$ cat src/event_wd_regs.svh
// register offsets, field layouts, codes and timing of the event supervisor
`ifndef EVENT_WD_REGS_SVH
`define EVENT_WD_REGS_SVH
// Functional notes
// - power-on and frame-error events always captured
// - enabled event sets its status bit
// - standby with io supply: event pulls rxd low
// - sleep event: inhibit high, standby, rxd low
// - enabled event in standby or sleep wakes
// - global summary shows which group captured
// - write one clears status, zero keeps
// - clearing releases rxd, starts delay timer
// - delay expiry re-asserts rxd if pending
// - sleep needs wake source and clear status
// - read-only identification byte at fixed address
// - locked bits refuse host writes, device updates
// - supervisor resets host by inhibit off
// - mode field: off, time-out, window
// - window mode: trigger in window restarts
// - time-out mode: trigger anytime restarts timer
// - config write restarts timer, applies at once
// - window outside normal runs as time-out
// - config outside standby: reset, illegal flag
// - prescale stretches period 1, 1.5, 2.5, 3.5
// - run-in-sleep, long window, discharge bits
// - trigger pattern write restarts the timer
// - invalid config code abandoned, corrupt flag
// register offsets (7-bit register address)
`define OFF_MODE 7'h01
`define OFF_SYS_EN 7'h04
`define OFF_LOCK 7'h0A
`define OFF_TRX_EN 7'h23
`define OFF_WD_CFG1 7'h36
`define OFF_WD_CFG2 7'h37
`define OFF_WD_STAT 7'h38
`define OFF_WD_TRIG 7'h39
`define OFF_WAKE_EN 7'h4C
`define OFF_SUMMARY 7'h60
`define OFF_SYS_ST 7'h61
`define OFF_TRX_ST 7'h63
`define OFF_WAKE_ST 7'h64
`define OFF_DEV_ID 7'h7E
// event field layout
`define SYS_ALWAYS_MASK 8'h30
`define SYS_POWER_ON_BIT 4
`define TRX_CAN_WAKE_BIT 0
`define WAKE_REG_MASK 8'h03
`define SUM_SYS_BIT 0
`define SUM_TRX_BIT 1
`define SUM_WAKE_BIT 3
`define LOCK_ENABLES_BIT 0
`define LOCK_STATUS_BIT 1
// supervisor configuration one layout and reset
`define WD_SLEEP_BIT 2
`define WD_LONGWIN_BIT 1
`define WD_DISCH_BIT 0
`define WD_CFG1_RESET 8'h22
`define WD_CFG2_RESET 8'h47
// supervisor status layout
`define WD_OFF_BIT 7
`define WD_CORRUPTED_ACCESS_FLAG_BIT 6
`define WD_ILLCONF_BIT 5
`define WD_TRIGS_BIT 4
`define WD_W1C_MASK 8'h6E
`define WD_TRIG_PATTERN 8'h55
// device mode codes
`define MODE_CODE_SLEEP 3'h1
`define MODE_CODE_STANDBY 3'h4
`define MODE_CODE_NORMAL 3'h7
// timing
`define CLK_PERIOD_NS 50
`define WD_TICK_US 500
`define WD_TICK_CYCLES ((`WD_TICK_US * 1000) / `CLK_PERIOD_NS)
`define EVENT_DELAY_US 100
`define EVENT_DELAY_CYCLES ((`EVENT_DELAY_US * 1000) / `CLK_PERIOD_NS)
`endif

$ cat src/event_wd_pkg.sv
// types shared by the event capture and supervisor logic
package event_wd_pkg;
  // device operating mode
  typedef enum logic [1:0] {
    DEV_STANDBY = 2'h0,
    DEV_NORMAL = 2'h1,
    DEV_SLEEP = 2'h3,
    DEV_RESET = 2'h2
  } dev_mode_t;
  // supervisor mode field codes (redundant, two bits apart)
  typedef enum logic [2:0] {
    WD_OFF = 3'h1,
    WD_TIMEOUT = 3'h2,
    WD_WINDOW = 3'h4
  } wd_mode_t;
endpackage

$ cat src/event_capture_and_window_watchdog.sv
// event capture, rxd signalling, sleep guard and window supervisor
`timescale 1ns/1ps
`include "event_wd_regs.svh"
module event_capture_and_window_watchdog import event_wd_pkg::*; #(
  parameter int WD_TICK_CYCLES = `WD_TICK_CYCLES,
  parameter int EVENT_DELAY_CYCLES = `EVENT_DELAY_CYCLES,
  parameter logic [7:0] DEVICE_IDENTIFICATION = 8'hA5 // arbitrary value
) (
  input wire logic clk,
  input wire logic rst_n,
  input wire logic reg_wr,
  input wire logic [6:0] reg_addr,
  input wire logic [7:0] reg_wdata,
  output logic [7:0] reg_rdata,
  input wire logic [7:0] sys_event,
  input wire logic [7:0] trx_event,
  input wire logic [1:0] wake_event,
  input wire logic io_supply,
  input wire logic trx_standby,
  output logic rxd_low,
  output logic inhibit_output,
  output logic discharge_active,
  output logic [1:0] device_mode
);
  localparam int TICK_W = $clog2(WD_TICK_CYCLES);
  localparam int DLY_W = $clog2(EVENT_DELAY_CYCLES + 1);

  // supervisor base period in ms, zero for a redundant code that is invalid
  function automatic logic [12:0] period_ms(input logic [3:0] c);
    case (c)
      4'h8: period_ms = 13'h0008;
      4'h1: period_ms = 13'h0010;
      4'h2: period_ms = 13'h0020;
      4'hB: period_ms = 13'h0040;
      4'h4: period_ms = 13'h0080;
      4'hD: period_ms = 13'h0100;
      4'hE: period_ms = 13'h0400;
      4'h7: period_ms = 13'h1000;
      default: period_ms = 13'h0000;
    endcase
  endfunction

  // host reset length in half-ms ticks, taken at the lower bound
  function automatic logic [8:0] reset_ticks(input logic [3:0] c);
    case (c)
      4'h8: reset_ticks = 9'h002;
      4'h1: reset_ticks = 9'h008;
      4'h2: reset_ticks = 9'h014;
      4'hB: reset_ticks = 9'h028;
      4'h4: reset_ticks = 9'h050;
      4'hD: reset_ticks = 9'h078;
      4'hE: reset_ticks = 9'h0C8;
      4'h7: reset_ticks = 9'h12C;
      default: reset_ticks = 9'h000;
    endcase
  endfunction

  // twice the prescale factor, so half-ms ticks count the period exactly
  function automatic logic [2:0] prescale_x2(input logic [1:0] p);
    case (p)
      2'h0: prescale_x2 = 3'h2;
      2'h1: prescale_x2 = 3'h3;
      2'h2: prescale_x2 = 3'h5;
      default: prescale_x2 = 3'h7;
    endcase
  endfunction

  // write-one-to-clear update where a new event beats the clear
  function automatic logic [7:0] w1c(input logic [7:0] cur,
                                     input logic [7:0] clr,
                                     input logic [7:0] set);
    w1c = (cur & ~clr) | set;
  endfunction

  logic rst_meta_n; // reset release stage one
  logic rst_sync_n; // released reset used by everything else
  logic [7:0] sys_en; // system capture enables
  logic [7:0] trx_en; // transceiver capture enables
  logic [7:0] wake_en; // wake pin capture enables
  logic [7:0] lock_ctrl; // write protection per section
  logic [7:0] wd_cfg1; // supervisor mode, prescale, option bits
  logic [7:0] wd_cfg2; // supervisor period and reset length codes
  logic [7:0] wd_flags; // sticky supervisor status flags
  logic [7:0] sys_st; // system event status
  logic [7:0] trx_st; // transceiver event status
  logic [7:0] wake_st; // wake pin event status
  dev_mode_t mode; // current device mode
  dev_mode_t next_mode; // device mode for the next cycle
  logic [15:0] wd_cnt; // supervisor timer in half-ms ticks
  logic [8:0] rst_cnt; // host reset duration counter
  logic long_open; // long open window after inhibit rise
  logic [TICK_W-1:0] tick_div; // half-ms tick divider
  logic [DLY_W-1:0] delay_cnt; // event delay timer

  // reset is released through two flops
  always_ff @(posedge clk or negedge rst_n) begin
    if (!rst_n) begin
      rst_meta_n <= 1'b0;
      rst_sync_n <= 1'b0;
    end else begin
      rst_meta_n <= 1'b1;
      rst_sync_n <= rst_meta_n;
    end
  end

  // register write decode; locked sections refuse host writes
  wire wr_en_ok = reg_wr && !lock_ctrl[`LOCK_ENABLES_BIT];
  wire wr_st_ok = reg_wr && !lock_ctrl[`LOCK_STATUS_BIT];
  wire wr_sys_en = wr_en_ok && reg_addr == `OFF_SYS_EN;
  wire wr_trx_en = wr_en_ok && reg_addr == `OFF_TRX_EN;
  wire wr_wake_en = wr_en_ok && reg_addr == `OFF_WAKE_EN;
  wire wr_lock = reg_wr && reg_addr == `OFF_LOCK;
  wire mode_wr = reg_wr && reg_addr == `OFF_MODE;
  wire stat_wr = reg_wr && reg_addr == `OFF_WD_STAT;

  // event capture; power-on and frame error need no enable
  wire [7:0] sys_cap = sys_event & (sys_en | `SYS_ALWAYS_MASK);
  wire [7:0] trx_cap = trx_event & trx_en;
  wire [7:0] wake_cap = {6'h00, wake_event} & wake_en;
  wire any_cap = |{sys_cap, trx_cap, wake_cap};

  // host clear masks, one per status register
  wire [7:0] sys_clr = (wr_st_ok && reg_addr == `OFF_SYS_ST) ?
                       reg_wdata : 8'h00;
  wire [7:0] trx_clr = (wr_st_ok && reg_addr == `OFF_TRX_ST) ?
                       reg_wdata : 8'h00;
  wire [7:0] wake_clr = (wr_st_ok && reg_addr == `OFF_WAKE_ST) ?
                        reg_wdata : 8'h00;
  wire cleared_any = |{sys_clr & sys_st, trx_clr & trx_st,
                       wake_clr & wake_st};
  wire pending = |{sys_st, trx_st, wake_st};
  wire [7:0] summary = {4'h0, |wake_st, 1'b0, |trx_st, |sys_st};

  // sleep allowed only with a regular wake source and nothing pending
  wire wake_src = trx_en[`TRX_CAN_WAKE_BIT] || |(wake_en & `WAKE_REG_MASK);
  wire sleep_ok = wake_src && !pending && !any_cap;

  // supervisor configuration decode with redundant code check
  wire wd_cfg_wr = reg_wr && (reg_addr == `OFF_WD_CFG1 ||
                              reg_addr == `OFF_WD_CFG2);
  wire cfg1_ok = reg_wdata[7:5] == WD_OFF || reg_wdata[7:5] == WD_TIMEOUT ||
                 reg_wdata[7:5] == WD_WINDOW;
  wire cfg2_ok = period_ms(reg_wdata[7:4]) != 13'h0000 &&
                 reset_ticks(reg_wdata[3:0]) != 9'h000;
  wire code_ok = (reg_addr == `OFF_WD_CFG1) ? cfg1_ok : cfg2_ok;
  wire wd_illegal = wd_cfg_wr && mode != DEV_STANDBY;
  wire wd_apply = wd_cfg_wr && !wd_illegal && code_ok;
  wire wd_corrupt = wd_cfg_wr && !wd_illegal && !code_ok;

  // supervisor period in half-ms ticks, stretched by the prescaler
  wire [15:0] wd_limit = {3'h0, period_ms(wd_cfg2[7:4])} *
                         {13'h0000, prescale_x2(wd_cfg1[4:3])};
  wire [15:0] wd_half = {1'b0, wd_limit[15:1]};
  wire wd_on = wd_cfg1[7:5] != WD_OFF;
  // window checks apply only in normal mode, else time-out behaviour
  wire wd_window = wd_cfg1[7:5] == WD_WINDOW && mode == DEV_NORMAL &&
                   !long_open;
  wire wd_run = wd_on && mode != DEV_RESET &&
                (mode != DEV_SLEEP || wd_cfg1[`WD_SLEEP_BIT]);
  wire tick = tick_div == TICK_W'(WD_TICK_CYCLES - 1);
  wire trig_wr = reg_wr && reg_addr == `OFF_WD_TRIG &&
                 reg_wdata == `WD_TRIG_PATTERN;
  wire wd_early = trig_wr && wd_run && wd_window && wd_cnt < wd_half;
  wire trig_ok = trig_wr && wd_run && !wd_early;
  wire wd_overflow = tick && wd_run && wd_cnt + 16'h0001 >= wd_limit;
  wire wd_fail = wd_early || wd_overflow || wd_illegal;
  wire reset_done = tick && rst_cnt + 9'h001 >= reset_ticks(wd_cfg2[3:0]);
  wire inhibit_rise = (mode == DEV_SLEEP || mode == DEV_RESET) &&
                      next_mode == DEV_STANDBY;
  wire sleep_entry = mode != DEV_SLEEP && next_mode == DEV_SLEEP;
  wire [7:0] wd_set = {1'b0, wd_corrupt, wd_illegal, 1'b0,
                       wd_overflow && mode != DEV_SLEEP,
                       wd_overflow && mode == DEV_SLEEP, wd_early, 1'b0};
  wire [7:0] wd_stat = {!wd_on, wd_flags[6:5],
                        wd_window && wd_cnt < wd_half, wd_flags[3:0]};

  // mode sequencing: supervisor reset first, then wake, then host request
  always_comb begin
    next_mode = mode;
    if (wd_fail) begin
      next_mode = DEV_RESET;
    end else if (mode == DEV_RESET) begin
      if (reset_done) begin
        next_mode = DEV_STANDBY;
      end
    end else if (mode == DEV_SLEEP && any_cap) begin
      next_mode = DEV_STANDBY;
    end else if (mode_wr) begin
      unique case (reg_wdata[2:0])
        `MODE_CODE_SLEEP: next_mode = sleep_ok ? DEV_SLEEP : DEV_STANDBY;
        `MODE_CODE_STANDBY: next_mode = DEV_STANDBY;
        `MODE_CODE_NORMAL: next_mode = DEV_NORMAL;
        default: next_mode = mode;
      endcase
    end
  end

  // host-written control registers
  always_ff @(posedge clk or negedge rst_sync_n) begin
    if (!rst_sync_n) begin
      sys_en <= 8'h00;
      trx_en <= 8'h00;
      wake_en <= 8'h00;
      lock_ctrl <= 8'h00;
      wd_cfg1 <= `WD_CFG1_RESET;
      wd_cfg2 <= `WD_CFG2_RESET;
    end else begin
      if (wr_sys_en) sys_en <= reg_wdata;
      if (wr_trx_en) trx_en <= reg_wdata;
      if (wr_wake_en) wake_en <= reg_wdata & `WAKE_REG_MASK;
      if (wr_lock) lock_ctrl <= reg_wdata;
      if (wd_apply && reg_addr == `OFF_WD_CFG1) wd_cfg1 <= reg_wdata;
      if (wd_apply && reg_addr == `OFF_WD_CFG2) wd_cfg2 <= reg_wdata;
    end
  end

  // sticky status; device sets win over host clears, also when locked
  always_ff @(posedge clk or negedge rst_sync_n) begin
    if (!rst_sync_n) begin
      sys_st <= 8'h00;
      trx_st <= 8'h00;
      wake_st <= 8'h00;
      wd_flags <= 8'h00;
    end else begin
      sys_st <= w1c(sys_st, sys_clr, sys_cap);
      trx_st <= w1c(trx_st, trx_clr, trx_cap);
      wake_st <= w1c(wake_st, wake_clr, wake_cap);
      wd_flags <= w1c(wd_flags, stat_wr ? reg_wdata & `WD_W1C_MASK : 8'h00,
                      wd_set);
    end
  end

  // mode, reset length counter and tick divider
  always_ff @(posedge clk or negedge rst_sync_n) begin
    if (!rst_sync_n) begin
      mode <= DEV_STANDBY;
      rst_cnt <= 9'h000;
      tick_div <= '0;
    end else begin
      mode <= next_mode;
      rst_cnt <= (mode != DEV_RESET) ? 9'h000 : rst_cnt + {8'h00, tick};
      tick_div <= tick ? '0 : tick_div + 1'b1;
    end
  end

  // supervisor timer: restarted by trigger, config write, sleep, wake
  always_ff @(posedge clk or negedge rst_sync_n) begin
    if (!rst_sync_n) begin
      wd_cnt <= 16'h0000;
      long_open <= 1'b0;
    end else begin
      if (trig_ok || wd_apply || wd_fail || sleep_entry || inhibit_rise ||
          !wd_run) begin
        wd_cnt <= 16'h0000;
      end else if (tick) begin
        wd_cnt <= wd_cnt + 16'h0001;
      end
      if (inhibit_rise) begin
        long_open <= wd_cfg1[`WD_LONGWIN_BIT];
      end else if (trig_ok || wd_apply) begin
        long_open <= 1'b0;
      end
    end
  end

  // event delay timer and rxd flag
  always_ff @(posedge clk or negedge rst_sync_n) begin
    if (!rst_sync_n) begin
      delay_cnt <= '0;
      rxd_low <= 1'b0;
    end else begin
      if (cleared_any) begin
        delay_cnt <= DLY_W'(EVENT_DELAY_CYCLES);
      end else if (delay_cnt != '0) begin
        delay_cnt <= delay_cnt - 1'b1;
      end
      rxd_low <= (trx_standby || mode == DEV_STANDBY) && io_supply &&
                 pending && delay_cnt == '0;
    end
  end

  // read data mux, registered
  wire [7:0] rd_mux =
    (reg_addr == `OFF_MODE) ? {5'h00, (mode == DEV_NORMAL) ?
      `MODE_CODE_NORMAL : (mode == DEV_SLEEP) ? `MODE_CODE_SLEEP :
      `MODE_CODE_STANDBY} :
    (reg_addr == `OFF_SYS_EN) ? sys_en :
    (reg_addr == `OFF_LOCK) ? lock_ctrl :
    (reg_addr == `OFF_TRX_EN) ? trx_en :
    (reg_addr == `OFF_WD_CFG1) ? wd_cfg1 :
    (reg_addr == `OFF_WD_CFG2) ? wd_cfg2 :
    (reg_addr == `OFF_WD_STAT) ? wd_stat :
    (reg_addr == `OFF_WAKE_EN) ? wake_en :
    (reg_addr == `OFF_SUMMARY) ? summary :
    (reg_addr == `OFF_SYS_ST) ? sys_st :
    (reg_addr == `OFF_TRX_ST) ? trx_st :
    (reg_addr == `OFF_WAKE_ST) ? wake_st :
    (reg_addr == `OFF_DEV_ID) ? DEVICE_IDENTIFICATION : 8'h00;

  always_ff @(posedge clk or negedge rst_sync_n) begin
    if (!rst_sync_n) reg_rdata <= 8'h00;
    else reg_rdata <= rd_mux;
  end

  // inhibit off in sleep and during host reset
  assign inhibit_output = mode != DEV_SLEEP && mode != DEV_RESET;
  assign discharge_active = mode == DEV_RESET && wd_cfg1[`WD_DISCH_BIT];
  assign device_mode = mode;
endmodule

$ cat config.mk
export PLATFORM = sky130hd
export DESIGN_NAME = event_capture_and_window_watchdog
export DESIGN_NICKNAME = d
export VERILOG_FILES = /design/src/event_wd_pkg.sv /design/src/event_capture_and_window_watchdog.sv
export VERILOG_INCLUDE_DIRS = /design/src /design/src/src
export SDC_FILE = /design/constraint.sdc
export NUM_CORES = 1
export LEC_CHECK = 0
export ABC_AREA = 1
export BUFFER_PORTS_ARGS = -buffer_cell sky130_fd_sc_hd__buf_2
export CORE_MARGIN = 5
export CORE_UTILIZATION = 39
export DETAILED_ROUTE_END_ITERATION = 6
export MAX_ROUTING_LAYER = met4
export PLACE_DENSITY_LB_ADDON = 0.05
export SYNTH_ARGS = -nofsm -noshare
export SYNTH_HDL_FRONTEND = slang
export SYNTH_SLANG_ARGS = --single-unit
$ cat constraint.sdc
create_clock -name clk -period 12.7 [get_ports clk]
set_clock_uncertainty 0.05 [all_clocks]
set_input_delay 2.54 -clock clk [delete_from_list [all_inputs] [get_ports clk]]
set_output_delay 2.54 -clock clk [all_outputs]
set_load 0.02 [all_outputs]
==> impl_metrics.py <==
metrics = {
    "run_status": {
        "status": "completed",
    },
    "clock_network": {
        "insertion_delay_ns": 0.43,
        "cts_root_buf": "clkbuf_16",
        "path_clk_slew_ns": 0.07,
        "tritoncts": "done",
        "cts_hold_buf": 0,
        "numCtsBuffers": 17,
        "cts_htree_levels": 4,
        "cts_setup_buffers": 0,
        "cts.path.max_buffers": 2,
        "clock-sinks": 135,
        "post_cts_resized": 0,
    },
    "logic_synthesis": {
        "async_reset_ff_frac": 1.00,
        "syn_area_per_cell_um2": 7.52,
        "synth_cells": 1205,
        "synth.cell_area_um2": 9060,
        "synth_cell_type_count": 55,
        "ys.flop_type": "dfrtp_1",
        "ys_seq_area_frac": 0.374,
        "yosysWarnings": 0,
        "synth_nets": 1305,
        "synth_edf_count": 0,
        "synth-seq-cells": 135,
    },
    "power_and_ir_drop": {
        "power_leakage_uw": 0.00498,
        "powerDensity_nw_per_um2": 116,
        "ir_worst_vdd_v": 0.0000862,
    },
    "setup_path": {
        "cp_data_required_time_ns": 13.00,
        "slowest_stage": "dfrtp_1",
        "cp-start-kind": "flop",
        "worstPathArrival_ns": 5.38,
        "critPathTopFamily": "simple AND/OR/NAND/NOR gates",
        "critical_path_class": "flop to flop",
        "path_max_fanout": 16,
        "max_stage_delay_ns": 0.52,
        "endpoint_kind": "flop",
        "rrSetupSlack_ns": 7.61,
        "path_buf_inv": 3,
    },
    "sta": {
        "worstMarginPinSlew_ns": 0.910,
        "tns_ns": 0,
        "grt_setup_unrepaired": "false",
        "fmax_ghz": 0.197,
        "setup_viol": 0,
        "hold_viol": 0,
        "fin_ws_ns": 7.61,
        "relSlewSlack": 0.393,
        "worst_hold_slack_ns": 0.311,
        "drv_slew": 0,
        "finalCritPeriodShare": 0.401,
        "final.min_clock_period_ns": 5.09,
    },
    "floorplan": {
        "ios": 51,
        "fp.dieW_um": 162,
        "dieArea_um2": 26400,
        "placementRows": 55,
        "start_util": 0.398,
        "core-area_um2": 22800,
        "die_height_um": 162,
    },
    "cells_and_area": {
        "final_cell_area_um2": 10300,
        "synthToLayoutAreaGrowth_pct": 13.5,
        "final_nets": 1359,
        "stdcell_count": 1585,
        "n_fill_cell": 2334,
        "diodes": 0,
        "drive_above_1_share": 0.119,
    },
    "global_routing": {
        "grt_pass1_wl_um": 42000,
        "track_usage": 0.207,
        "grt_overflow": 0,
        "grt_pass1_vias": 7958,
        "antenna_found_initial": 0,
        "grt_max_degree": 70,
    },
    "drt": {
        "dr.first_iter.drc_count": 563,
        "final_antenna_net_count": 0,
        "first_pass_iters": 5,
        "drt_wl_total_um": 25700,
        "route.detailed.drc": 0,
        "via_count": 7985,
        "via_per_inst": 5.04,
        "wl_per_cell_um": 16.2,
    },
    "placed_design": {
        "dp_slack_ns": 7.57,
        "port_buffers": 50,
        "gp_congestion": 0.968,
        "dp_hpwl_um": 19600,
        "dp.cells": 1553,
        "dpl_cell_area_um2": 9630,
    },
    "job": {
        "drv_cap": 0,
    },
    "hold_path": {
        "hold_path.class": "flop to flop",
    },
}
registers in the layout, summed over array words and instances, names as in the netlist, 2 cells and up:
signal	cells
reg_rdata	8
sys_st	8
trx_st	8
wd_cfg1	8
tick_div	14
wd_flags	5
trx_en	8
rst_cnt	9
delay_cnt	11
wake_st	8
wake_en	2
device_mode	2
wd_cnt	16
sys_en	8
wd_cfg2	8
lock_ctrl	8
routing by layer:
| layer | vias to the layer above | GRT usage | share of wire |
|---|---|---|---|
| li1 | 4064 | - | - |
| met1 | 3680 | 0.273 | 0.47 |
| met2 | 190 | 0.329 | 0.46 |
| met3 | 51 | 0.0324 | 0.041 |
| met4 | 0 | 0.0646 | 0.025 |
| met5 | - | - | 0 |
through the flow:
| stage | total power (µW) | util |
|---|---|---|
| finish | 1190 | 0.451 |
| global route | 1240 | 0.451 |
| CTS | 1200 | 0.451 |
| detailed placement | 641 | 0.423 |
| global placement | 644 | 0.423 |
| floorplan | 590 | - |
final cells by class:
type,count,area [µm²],share of cell area
inverters,184,693,0.0674
repair buffers,55,288,0.0280
clock inverters,15,225,0.0219
flip-flops and latches,135,3390,0.330
well taps,313,392,0.0381
multi-input cells,866,4870,0.473
clock buffers,17,425,0.0414
where the power goes:
group / switching (µW) / internal (µW)
combinational: 75.0 / 40.6
clock: 230 / 323
sequential: 44.8 / 474
path summary, 6_finish.rpt:
kind,start,to,cells after the start
worst max-delay path,wd_cfg1[4]$_DFFE_PN0P_,wd_cnt[4]$_DFFE_PN0P_,25
worst min-delay path,rst_meta_n$_DFF_PN0_,rst_sync_n$_DFF_PN0_,0
worst max register to register,wd_cfg1[4]$_DFFE_PN0P_,wd_cnt[4]$_DFFE_PN0P_,25
worst min register to register,rst_meta_n$_DFF_PN0_,rst_sync_n$_DFF_PN0_,0
max in group asynchronous,rst_n,rst_sync_n$_DFF_PN0_,1
min in group asynchronous,rst_sync_n$_DFF_PN0_,wake_st[4]$_DFF_PN0_,0
cells in the mapped netlist (all sizes together) (2+ instances only):
library cell    n  share of area
nand3b          2         0.0030
or2             5         0.0035
nand3          47          0.030
nand4          28          0.020
dfstp           6          0.017
o31ai           4         0.0033
o2111ai         4         0.0039
o211ai         12         0.0099
inv           183          0.076
o21bai          6         0.0054
o22ai           8         0.0055
nor3           37          0.023
nand2         286           0.12
clkbuf         14         0.0058
o21ai         122          0.067
a31oi           8         0.0055
xor2           23          0.022
a21oi          52          0.030
nor2          127          0.064
xnor2           6         0.0058
fa              5          0.011
dfrtp         129           0.36
ha             57          0.079
nor4           12         0.0083
buf             6         0.0064
a211oi          4         0.0033
mux2i           2         0.0022
logic make-up after synthesis:
kind of cell	after synthesis	synth area share
adder cells (fa/ha/maj)	62	0.0898
AO/OA/AOI/OAI	228	0.142
AND/OR/NAND/NOR	544	0.275
other	1	0.000414
buffers and inverters	204	0.0887
XOR/XNOR	29	0.0280
flip-flops	135	0.374
multiplexers	2	0.00221
cells in the final DEF (no fill, tap or decap), types with 8 or more instances in the layout:
master,n
nor3_1,34
a31oi_1,8
nand2_2,10
nand2_1,274
dfrtp_1,128
a21oi_1,50
nor2_4,11
inv_1,174
xor2_1,23
nand3_1,41
nand4_1,27
inv_2,8
buf_2,50
ha_1,57
nor4_1,12
nor2_1,107
o211ai_1,12
clkbuf_16,17
o21ai_0,122
nor2_2,9
o22ai_1,8
Note: power is estimated with default switching activity, not from simulation.
